**src/hbf_consts.svh**
```systemverilog
`ifndef HBF_CONSTS_SVH
`define HBF_CONSTS_SVH

// ==========================================================
// Structure
`define HBF_PHASES          3
`define HBF_DUTY_W          8

// ==========================================================
// Static mode selection codes
`define HBF_MODE_LIMIT      3'h0
`define HBF_MODE_LATCH      3'h1

// ==========================================================
// Timing, core clock 10 MHz
`define HBF_CLK_PERIOD_NS   100
`define HBF_MIN_LO_NS       100
`define HBF_MIN_LO_CYC      ((`HBF_MIN_LO_NS + `HBF_CLK_PERIOD_NS - 1) \
                             / `HBF_CLK_PERIOD_NS)
`define HBF_RECOVER_WAIT_MS 1000
`define HBF_RECOVER_WAIT_CYC ((`HBF_RECOVER_WAIT_MS * 1000000) \
                              / `HBF_CLK_PERIOD_NS)
`define HBF_RECOVER_CNT_W   24
`define HBF_RST_LO_CYC      4'h4
`define HBF_PWM_PERIOD      8'hC8

`endif

```
**src/hbf_pkg.sv**
```systemverilog
`include "hbf_consts.svh"
package hbf_pkg;

  typedef logic [`HBF_PHASES-1:0] hbf_phase_t;
  typedef logic [2:0]             hbf_mode_t;

  // Per-phase current limiting state
  typedef enum logic [1:0] {
    LIM_RUN,
    LIM_LO_TRIP,
    LIM_HI_TRIP,
    LIM_PARK
  } hbf_lim_t;

  // Controller recovery sequence
  typedef enum logic [1:0] {
    REC_IDLE,
    REC_WAIT,
    REC_PULSE
  } hbf_rec_t;

endpackage : hbf_pkg

```
**src/hbf_if.sv**
```systemverilog
`timescale 1ns/1ns
`include "hbf_consts.svh"
interface hbf_if;
  logic [`HBF_PHASES-1:0] pwm;
  logic [`HBF_PHASES-1:0] reset_n;
  logic [2:0]             mode_sel;
  logic                   fault_oe;
  logic                   warn_oe;
  logic                   fault_n;
  logic                   overtemp_warning_n;

  // Open-drain lines with internal pull-up
  assign fault_n            = ~fault_oe;
  assign overtemp_warning_n = ~warn_oe;

  modport dev (
    input  pwm,
    input  reset_n,
    input  mode_sel,
    output fault_oe,
    output warn_oe
  );

  modport ctrl (
    output pwm,
    output reset_n,
    output mode_sel,
    input  fault_n,
    input  overtemp_warning_n
  );
endinterface : hbf_if

```
**src/hbf_device.sv**
```systemverilog
// Contract
// - Two overcurrent modes; detectors on both switches
// - Low-side trip: both off until next cycle
// - High-side trip: low side on until next cycle
// - Severe trip in limiting mode latches phase into high impedance
// - Limiting and latch state kept per phase
// - Constant PWM through trip parks phase; toggle wakes
// - Latching mode: no limiting, immediate shutdown
// - Global shutdown clears after all three reset rises
// - Own reset rise clears limiting-mode phase latch
// - Reset low forces phase into high impedance
// - Any supply undervoltage: all phases off, fault
// - Undervoltage recovers by itself when supplies return
// - Power-on reset clears overcurrent state
// - Controller gives low side a minimum pulse
// - Controller picks latching mode for two-quadrant use
// - Controller drives phases with complementary PWM
// - Fault and warning are active-low open drain
// - Controller waits before pulsing resets after shutdown
`timescale 1ns/1ns
`include "hbf_consts.svh"
module hbf_device (
  input  wire logic                   I_CORE_CLK,
  input  wire logic                   I_RST,
  input  wire logic                   I_POR,
  input  wire hbf_pkg::hbf_phase_t    I_OC_HI,
  input  wire hbf_pkg::hbf_phase_t    I_OC_LO,
  input  wire hbf_pkg::hbf_phase_t    I_OC_SEVERE,
  input  wire logic                   I_LOGIC_LOW,
  input  wire hbf_pkg::hbf_phase_t    I_GATE_SUPPLY_LOW,
  input  wire logic                   I_THERMAL_SHUTDOWN,
  input  wire logic                   I_OVERTEMP,
  output hbf_pkg::hbf_phase_t         O_HS_ON,
  output hbf_pkg::hbf_phase_t         O_LS_ON,
  output hbf_pkg::hbf_phase_t         O_PHASE_LATCHED,
  output logic                        O_GLOBAL_LATCHED,
  hbf_if.dev                          link
);
  import hbf_pkg::*;

  // ========================================================
  // Mode and common conditions
  // Unknown codes fall to latching: the safer of the two
  wire limit_mode = (link.mode_sel == `HBF_MODE_LIMIT);
  wire latch_mode = ~limit_mode;

  wire uv_any   = I_LOGIC_LOW | (|I_GATE_SUPPLY_LOW);
  wire oc_clear = I_RST | I_POR;
  wire oc_any   = |(I_OC_HI | I_OC_LO);

  // Latching mode or thermal trip shuts every phase down
  wire glob_set = (latch_mode & oc_any) | I_THERMAL_SHUTDOWN;

  hbf_phase_t pwm_d_r;
  hbf_phase_t rst_d_r;
  hbf_phase_t seen_r;
  hbf_phase_t seen_nxt;
  hbf_phase_t latch_r;
  hbf_phase_t latch_nxt;
  hbf_phase_t hs_nxt;
  hbf_phase_t ls_nxt;
  hbf_phase_t hs_r;
  hbf_phase_t ls_r;
  logic       glob_r;
  logic       glob_nxt;
  logic       fault_r;
  logic       warn_r;

  wire [`HBF_PHASES-1:0] pwm_edge = link.pwm ^ pwm_d_r;
  wire [`HBF_PHASES-1:0] pwm_rise = link.pwm & ~pwm_d_r;
  wire [`HBF_PHASES-1:0] rst_rise = link.reset_n & ~rst_d_r;

  // ========================================================
  // Global latch; every phase reset must rise once
  wire all_seen = &(seen_r | rst_rise);
  assign glob_nxt = glob_set | (glob_r & ~all_seen);
  assign seen_nxt = (glob_r & ~all_seen) ? (seen_r | rst_rise)
                                          : '0;

  // ========================================================
  // Per-phase limiting and latch
  genvar g;
  generate
    for (g = 0; g < `HBF_PHASES; g++) begin : g_ph
      hbf_lim_t lim_r;
      hbf_lim_t lim_nxt;
      logic     fell_r;

      wire trip_ok = limit_mode & ~latch_r[g] & link.reset_n[g];
      wire det_act = (lim_r == LIM_HI_TRIP) ? I_OC_HI[g] : I_OC_LO[g];

      always_comb begin
        lim_nxt = lim_r;
        case (lim_r)
          LIM_RUN: begin
            if (trip_ok && I_OC_HI[g]) begin
              lim_nxt = LIM_HI_TRIP;
            end else if (trip_ok && I_OC_LO[g]) begin
              lim_nxt = LIM_LO_TRIP;
            end
          end
          LIM_LO_TRIP, LIM_HI_TRIP: begin
            if (!trip_ok || pwm_rise[g]) begin
              lim_nxt = LIM_RUN;
            end else if (!det_act && !fell_r && !pwm_edge[g]) begin
              lim_nxt = LIM_PARK;
            end
          end
          LIM_PARK: begin
            if (!trip_ok || pwm_edge[g]) begin
              lim_nxt = LIM_RUN;
            end
          end
          default: begin
            lim_nxt = LIM_RUN;
          end
        endcase
      end

      always_ff @(posedge I_CORE_CLK) begin
        if (oc_clear) begin
          lim_r  <= LIM_RUN;
          fell_r <= 1'b0;
        end else begin
          lim_r  <= lim_nxt;
          // PWM fell during the trip: it is still switching
          fell_r <= (lim_nxt == LIM_LO_TRIP || lim_nxt == LIM_HI_TRIP)
                    & (fell_r | (lim_r != LIM_RUN & pwm_edge[g]));
        end
      end

      // Set wins over a reset rise in the same cycle
      assign latch_nxt[g] = (limit_mode & I_OC_SEVERE[g])
                          | (latch_r[g] & ~(limit_mode & rst_rise[g]));

      wire hiz = ~link.reset_n[g]
               | latch_r[g]
               | glob_r
               | uv_any
               | I_POR
               | (lim_r == LIM_LO_TRIP)
               | (lim_r == LIM_PARK);

      assign hs_nxt[g] = ~hiz & (lim_r == LIM_RUN) & link.pwm[g];
      assign ls_nxt[g] = ~hiz & (((lim_r == LIM_RUN) & ~link.pwm[g])
                              | (lim_r == LIM_HI_TRIP));
    end
  endgenerate

  // ========================================================
  // State and output registers
  always_ff @(posedge I_CORE_CLK) begin
    if (oc_clear) begin
      latch_r <= '0;
      glob_r  <= 1'b0;
      seen_r  <= '0;
    end else begin
      latch_r <= latch_nxt;
      glob_r  <= glob_nxt;
      seen_r  <= seen_nxt;
    end
  end

  always_ff @(posedge I_CORE_CLK) begin
    if (I_RST) begin
      pwm_d_r <= '0;
      rst_d_r <= '0;
      hs_r    <= '0;
      ls_r    <= '0;
      fault_r <= 1'b0;
      warn_r  <= 1'b0;
    end else begin
      pwm_d_r <= link.pwm;
      rst_d_r <= link.reset_n;
      hs_r    <= hs_nxt;
      ls_r    <= ls_nxt;
      // Released only when no source remains
      fault_r <= (|latch_nxt) | glob_nxt | uv_any | I_POR;
      warn_r  <= I_OVERTEMP;
    end
  end

  assign O_HS_ON          = hs_r;
  assign O_LS_ON          = ls_r;
  assign O_PHASE_LATCHED  = latch_r;
  assign O_GLOBAL_LATCHED = glob_r;
  // Open drain: enable high pulls the line low
  assign link.fault_oe = fault_r;
  assign link.warn_oe  = warn_r;

endmodule : hbf_device

```
**src/flat_wrapper.sv**
```systemverilog
// flat-port wrapper written by rule: the top's interface ports become plain ports
module hbf_device_flat import hbf_pkg::*;
  (I_CORE_CLK, I_RST, I_POR, I_OC_HI, I_OC_LO, I_OC_SEVERE, I_LOGIC_LOW, I_GATE_SUPPLY_LOW, I_THERMAL_SHUTDOWN, I_OVERTEMP, O_HS_ON, O_LS_ON, O_PHASE_LATCHED, O_GLOBAL_LATCHED, link_pwm, link_reset_n, link_mode_sel, link_fault_oe, link_warn_oe);
  hbf_if link_i ();
  input  wire logic I_CORE_CLK;
  input  wire logic I_RST;
  input  wire logic I_POR;
  input  wire hbf_pkg::hbf_phase_t I_OC_HI;
  input  wire hbf_pkg::hbf_phase_t I_OC_LO;
  input  wire hbf_pkg::hbf_phase_t I_OC_SEVERE;
  input  wire logic I_LOGIC_LOW;
  input  wire hbf_pkg::hbf_phase_t I_GATE_SUPPLY_LOW;
  input  wire logic I_THERMAL_SHUTDOWN;
  input  wire logic I_OVERTEMP;
  output hbf_pkg::hbf_phase_t O_HS_ON;
  output hbf_pkg::hbf_phase_t O_LS_ON;
  output hbf_pkg::hbf_phase_t O_PHASE_LATCHED;
  output logic O_GLOBAL_LATCHED;
  input wire logic [$bits(link_i.pwm)-1:0] link_pwm;
  input wire logic [$bits(link_i.reset_n)-1:0] link_reset_n;
  input wire logic [$bits(link_i.mode_sel)-1:0] link_mode_sel;
  output wire logic [$bits(link_i.fault_oe)-1:0] link_fault_oe;
  output wire logic [$bits(link_i.warn_oe)-1:0] link_warn_oe;
  assign link_i.pwm = link_pwm;
  assign link_i.reset_n = link_reset_n;
  assign link_i.mode_sel = link_mode_sel;
  assign link_fault_oe = link_i.fault_oe;
  assign link_warn_oe = link_i.warn_oe;
  hbf_device u_core (.I_CORE_CLK(I_CORE_CLK), .I_RST(I_RST), .I_POR(I_POR), .I_OC_HI(I_OC_HI), .I_OC_LO(I_OC_LO), .I_OC_SEVERE(I_OC_SEVERE), .I_LOGIC_LOW(I_LOGIC_LOW), .I_GATE_SUPPLY_LOW(I_GATE_SUPPLY_LOW), .I_THERMAL_SHUTDOWN(I_THERMAL_SHUTDOWN), .I_OVERTEMP(I_OVERTEMP), .O_HS_ON(O_HS_ON), .O_LS_ON(O_LS_ON), .O_PHASE_LATCHED(O_PHASE_LATCHED), .O_GLOBAL_LATCHED(O_GLOBAL_LATCHED), .link(link_i));
endmodule
```
**config.mk**
```make
export PLATFORM = sky130hd
export DESIGN_NAME = hbf_device_flat
export DESIGN_NICKNAME = d
export VERILOG_FILES = /design/src/hbf_pkg.sv /design/src/hbf_if.sv /design/src/hbf_device.sv /design/src/flat_wrapper.sv
export VERILOG_INCLUDE_DIRS = /design/src
export SDC_FILE = /design/constraint.sdc
export NUM_CORES = 1
export LEC_CHECK = 0
export ABC_AREA = 1
export BUFFER_PORTS_ARGS = -buffer_cell sky130_fd_sc_hd__buf_2
export CAP_MARGIN = 20
export CORE_UTILIZATION = 49
export CTS_CLUSTER_DIAMETER = 120
export CTS_CLUSTER_SIZE = 8
export DETAILED_ROUTE_END_ITERATION = 7
export PLACE_DENSITY = 0.76
export SYNTH_ARGS = -nofsm -noshare
export SYNTH_HDL_FRONTEND = slang
export SYNTH_SLANG_ARGS = --single-unit
```
**constraint.sdc**
```tcl
create_clock -name I_CORE_CLK -period 1.48 [get_ports I_CORE_CLK]
set_clock_uncertainty 0.2 [all_clocks]
set_input_delay 0 -clock I_CORE_CLK [delete_from_list [all_inputs] [get_ports I_CORE_CLK]]
set_output_delay 0 -clock I_CORE_CLK [all_outputs]
set_load 0.03 [all_outputs]
```
# == Word level (Yosys, flattened, before mapping) ==
# Index checks and enable logic that the tools add are counted.
# totals
ff_bits,30
latchBits,0
ramBits,0
mem_bits_ro,0
inputBits,27
out_inout_bits,12
elab_cells,193
memories,0
# op_classes
add_sub_neg,0
mul,0
div_mod_pow,0
order_cmp,0
n_eq_ne,15
n_shift,0
mux,21
bitwise,94
n_reduce_logical,48
# ops
operator,count
$and 1x1->1,35
$or 1x1->1,34
$mux 2,15
$eq 2x2->1 const B,9
$not 1->1,18
$pmux 2 s3,3
$eq 2x1->1 const B,6
$logic_and 1x1->1,12
$logic_not 1->1,12
$logic_or 1x1->1,9
$reduce_or 3->1,3
$reduce_or 2->1,4
$and 3x3->3,2
$logic_not 2->1,3
$not 3->3,2
$or 3x3->3,2
$reduce_bool 2->1,3
$logic_not 3->1,1
$mux 1,3
$reduce_and 3->1,1
$xor 3x3->3,1

# == Longest topological paths before layout ==
# logic_depth
depth_word,11
mapped_depth,13
depth_no_buf,13

# == Worst setup path after synthesis ==
# Ideal clock, no wire load.
# synth_path
path_kind,register to register
startpoint,register u_core.g_ph[1].lim_r[0]
endpoint,register u_core.g_ph[1].fell_r
setup_time_ps,119
arrival_ps,1222
t_required_ps,1161
slack_ps,-61
stages_incl_launch_ff,12
period_less_slack_ps,1541
cell_sequence,dfxtp_1 > inv_1 > ha_1 > nand2_1 > nor2_1 > nand2_1 > nand2_1 > nand2_1 > nand2_1 > nand2_1 > nand2_1 > nor2_2
# synth_between
elab_chain_len,11
# synth_rtl
element,line_no,rtl
"start, declared",hbf_device.sv:85,hbf_lim_t lim_r;
"start signal, assigned",hbf_device.sv:125,lim_r <= lim_nxt;
$eq 2x2->1,"hbf_device.sv:90, hbf_device.sv:94",
$mux 1,hbf_device.sv:90,wire det_act = (lim_r == LIM_HI_TRIP) ? I_OC_HI[g] : I_OC_LO[g];
$logic_not 1->1,hbf_device.sv:105,end else if (!det_act && !fell_r && !pwm_edge[g]) begin
$logic_and 1x1->1 (2 in series),hbf_device.sv:105,
$mux 2,hbf_device.sv:105,
$mux 2,hbf_device.sv:103,if (!trip_ok || pwm_rise[g]) begin
$pmux 2 s3,hbf_device.sv:94,case (lim_r)
$eq 2x1->1 or $eq 2x2->1 (tied branches),hbf_device.sv:127,fell_r <= (lim_nxt == LIM_LO_TRIP || lim_nxt == LIM_HI_TRIP)
$logic_or 1x1->1,hbf_device.sv:127,
$and 1x1->1 *,hbf_device.sv:128,& (fell_r | (lim_r != LIM_RUN & pwm_edge[g]));
"end signal, assigned",hbf_device.sv:127,
"end, declared",hbf_device.sv:87,logic fell_r;
# Mark *: on every way between the ends. The rest lies on a longest branch, timed or not.
# A chain may end at the register's enable or synchronous reset.

# == Final worst setup path ==
# layout_path
startpoint,register u_core.g_ph[1].lim_r[1]
endpoint,register u_core.hs_r[1] (netlist: u_core.O_HS_ON[1])
# layout_between
elab_chain_len,6
# layout_rtl
element,line_no,rtl
$eq 2x1->1,hbf_device.sv:141,| (lim_r == LIM_LO_TRIP)
$or 1x1->1,hbf_device.sv:141,
$or 1x1->1,hbf_device.sv:142,| (lim_r == LIM_PARK);
$not 1->1,hbf_device.sv:144,assign hs_nxt[g] = ~hiz & (lim_r == LIM_RUN) & link.pwm[g];
$and 1x1->1 * (2 in series),hbf_device.sv:144,
"end signal, assigned",hbf_device.sv:175,hs_r <= hs_nxt;
"end, declared",hbf_device.sv:62,hbf_phase_t hs_r;
# Marks and branches as above.

==> results.md <==
- The run finished, with violations left.
- The checks that failed: hold timing, setup timing.
- In the final layout, the share of cells above drive strength 1 is 0.392.
- Across the run, the number of max-cap violations was 0.
- The number of register bits inferred by synthesis is 30.
- The number of nets handed over by synthesis was 313.
- After the first detailed-routing iteration, the DRC count stood at 78.
- The worst hold slack is -0.0250 ns.
- The area of the placeable core is 3420 um^2.
- The leading cell type in the layout, fill and taps excluded is sky130_fd_sc_hd__nand2_1.
- After global routing the overflow that remains totals 0.
- The number of cell rows is 21.
- The number of warnings issued by yosys is 0.
- The critical path goes through inv_2, buf_6, ha_4, nor3_2, nand3_1, nor4_1.
- The final core utilization is 0.830.
- The TritonCTS buffer count is 5.
- At the end of routability-driven placement, the weighted congestion stood at 0.914.
- Relative to the synthesized area, the layout overhead comes to 58.9%.
- The largest net degree at the start of global routing is 15.
- The number of cell instances on the worst register-to-register path is 6.
- The path type of the worst min-delay path is input pin to flip-flop.
- After detailed placement, the design holds a cell count of 376.
- The floorplan step set the die width to 62.4 um.
- The final routed wirelength across all metal layers is 5550 um.
- Summed over all nets, the half-perimeter wirelength after detailed placement is 3380 um.
- Before antenna repair, the detailed router went through 4 iterations.
- The cell family contributing the most delay on the critical path is simple AND/OR/NAND/NOR gates.
- The number of antenna diodes in the final layout is 0.
- The die height is 62.4 um.
- The final number of max-transition violations was 0.
- The cell depth of the worst min-delay path is 6.
- The path type of the worst setup path is flip-flop to flip-flop.
- The via count of the first global-routing pass is 1993.
- Of the post-synthesis cell area, the dominant cell type holds 0.336.
- The worst pin sits at a relative slew slack of 0.629.
- The cell count after synthesis came out at 271.
- The buffer type at the clock tree root is sky130_fd_sc_hd__clkbuf_4.
- Setup repair after global routing could not meet its margin everywhere.
- Setup violations remaining at the end of the flow were counted as 11.
- The top cell types in the final layout, fill and taps aside, are 72 x sky130_fd_sc_hd__nand2_1, 38 x sky130_fd_sc_hd__buf_2, 34 x sky130_fd_sc_hd__inv_1, 28 x sky130_fd_sc_hd__dlygate4sd3_1, 25 x sky130_fd_sc_hd__nor2_1.
- The clock-pin slew on the worst setup and hold paths is 0.11 ns.
- The wire length of the first global-routing pass is 8230 um.
- Across all layers, the routed design uses 2128 vias.
- The kind of launch point of the worst setup path is a flip-flop.
- The TritonCTS sink count is 30.
- The areal power density over the cells is 617 nW/um^2.
- Ranked by total cell area, the synthesized netlist is headed by sky130_fd_sc_hd__dfxtp_1 34%, sky130_fd_sc_hd__nand2_1 16%, sky130_fd_sc_hd__ha_1 11%, sky130_fd_sc_hd__inv_1 9.7%, sky130_fd_sc_hd__nor2_1 6.7%.
- The worst setup path is captured at a flip-flop.
- The insertion delay to the later sink of the worst-skew pair is 0.32 ns.
- Averaged over all synthesized cells, the footprint is 6.59 um^2.
- The number of input and output port buffers inserted is 38.
- In this run the number of cells on the critical path is 6.
- The slack of the critical path is -0.162 ns.
- The final hold violation count came to 4.
- For this run, design rule violations remaining after detail routing come to 0.
- TritonCTS built the clock tree.
- The pin slew with the least headroom to its limit is 0.555 ns.
- Counting distinct cell types in the post-synthesis netlist gives 20.
- The netlist area before placement is 1790 um^2.
- The highest attainable clock frequency is 609 MHz.
- For this design the static power due to leakage is 0.00142 uW.
- After the last flow step, the layout net total stands at 411.
- Pin placement for this block handled 39 I/O pins.
- For this design, the slowest cell found on the critical path is sky130_fd_sc_hd__dfxtp_4.
- Dividing the detail-routed via count by the number of cells gives 5.12.
- The buffering stage count on the worst path with inverters included is 2.
- The clock passes through at most 2 buffers.
- The initial antenna violation count is 0.
- The minimum clock period after layout is 1.64 ns.
- The average wire per cell in the routed design is 13.3 um.
- The deepest level of the CTS H-tree is 2.
- The peak per-stage delay on the critical path is 0.38 ns.
- The global router's overall resource usage is 0.269.
- Across the VDD grid, the largest voltage drop is 652 uV.
- The required time of the critical path is 1.50 ns.
- The die area is 3890 um^2.
- For this configuration, the core starts out at a cell density of 0.523.
- The data arrival at the endpoint of the critical path is 1.66 ns.
- Fill cells in the final layout number 202.
- The most area-hungry cell type in the Yosys netlist is sky130_fd_sc_hd__dfxtp_1.
- The number of nets with antenna violations after routing is 0.
- The highest fanout seen on the critical path is 4.
- For this run, the register share of the synthesized area comes to 0.336.
- Leaving out filler cells and counting taps, the final layout contains 416.
- In the finished design, the share of the clock period the worst path needs comes to 1.11.
==> worst register-to-register path, cell delays in order, from the launching register on <==
cell,delay [ns]
sky130_fd_sc_hd__dfxtp_4,0.38
sky130_fd_sc_hd__inv_2,0.05
sky130_fd_sc_hd__buf_6,0.11
sky130_fd_sc_hd__ha_4,0.15
sky130_fd_sc_hd__nor3_2,0.18
sky130_fd_sc_hd__nand3_1,0.15
sky130_fd_sc_hd__nor4_1,0.34
==> cell type report <==
cell class | count | area, um^2 | share of cell area
sequential | 30 | 617 | 0.217
clock buffer | 6 | 51.3 | 0.0181
multi-input combinational | 192 | 1220 | 0.432
clock inverter | 2 | 12.5 | 0.00441
timing repair buffer | 93 | 692 | 0.244
inverter | 47 | 181 | 0.0640
tap | 46 | 57.6 | 0.0203
==> final timing paths <==
kind | start | end | slack [ns]
setup reg to reg | u_core.g_ph[1].lim_r[1] | u_core.O_HS_ON[1] | -0.16
setup / recovery | u_core.g_ph[1].lim_r[1] | u_core.O_HS_ON[1] | -0.16
hold reg to reg | u_core.seen_r[1] | u_core.seen_r[1] | 0.35
hold / removal | I_OC_HI[2] | u_core.g_ph[2].lim_r[0] | -0.02
==> sequential cells by signal (all words and copies together) (netlist names) <==
register / count
u_core.rst_d_r: 3
u_core.g_ph.fell_r: 3
u_core.O_LS_ON: 3
u_core.seen_r: 3
u_core.pwm_d_r: 3
u_core.link.fault_oe: 1
u_core.link.warn_oe: 1
u_core.O_GLOBAL_LATCHED: 1
u_core.g_ph.lim_r: 6
u_core.O_HS_ON: 3
u_core.O_PHASE_LATCHED: 3
==> cells in the mapped netlist <==
master	n
sky130_fd_sc_hd__nand2_1	77
sky130_fd_sc_hd__inv_1	46
sky130_fd_sc_hd__nor2_1	32
sky130_fd_sc_hd__dfxtp_1	30
sky130_fd_sc_hd__nand3_1	19
sky130_fd_sc_hd__a21oi_1	15
sky130_fd_sc_hd__ha_1	15
sky130_fd_sc_hd__nor3_1	9
sky130_fd_sc_hd__nand2_2	5
sky130_fd_sc_hd__nand3b_1	4
sky130_fd_sc_hd__nor2_4	4
sky130_fd_sc_hd__o21ai_0	4
sky130_fd_sc_hd__nor4_1	3
sky130_fd_sc_hd__clkbuf_1	2
sky130_fd_sc_hd__inv_2	1
sky130_fd_sc_hd__nand2_4	1
sky130_fd_sc_hd__nand4_1	1
sky130_fd_sc_hd__nor2_2	1
sky130_fd_sc_hd__nor3b_2	1
sky130_fd_sc_hd__o21bai_1	1
==> where the power goes <==
| group | internal, uW | leakage [uW] | switching, uW |
|---|---|---|---|
| Sequential | 823 | 0.000249 | 11.6 |
| Clock | 228 | 0.0000343 | 307 |
| Combinational | 179 | 0.00114 | 202 |
| Total | 1230 | 0.00142 | 521 |
==> what timing repair did <==
item,CTS,global route
hold buffers,27,1
cloned,0,0
pin swaps,12,15
gates resized for setup,27,34
setup endpoints to repair,12,18
endpoints found under the hold margin,29,6
buffers inserted,2,2
==> routing by layer <==
metal,track usage,vias up,share of wire
li1,-,1034,-
met1,0.312,983,0.40
met2,0.473,90,0.51
met5,0,-,0
met3,0.0551,21,0.061
met4,0.122,0,0.031
==> cell families after synthesis <==
kind of cell | synth area share
buffers and inverters | 0.103
AND/OR/NAND/NOR | 0.398
adder cells (fa/ha/maj) | 0.105
AO/OA/AOI/OAI | 0.0575
flip-flops | 0.336
==> through the flow <==
| step | TNS, ns | cell area [um^2] | worst slack, ns | power (uW) |
|---|---|---|---|---|
| after floorplan | -0.0637 | 1830 | -0.0327 | 1010 |
| after global placement | -0.434 | 2240 | -0.130 | 1120 |
| after detailed placement | -0.619 | 2240 | -0.146 | 1130 |
| after CTS | -0.394 | 2670 | -0.125 | 1720 |
| after global routing | -1.92 | 2840 | -0.265 | 1830 |
| final | -0.909 | 2840 | -0.162 | 1750 |
Note: power is estimated with default switching activity, not from simulation.
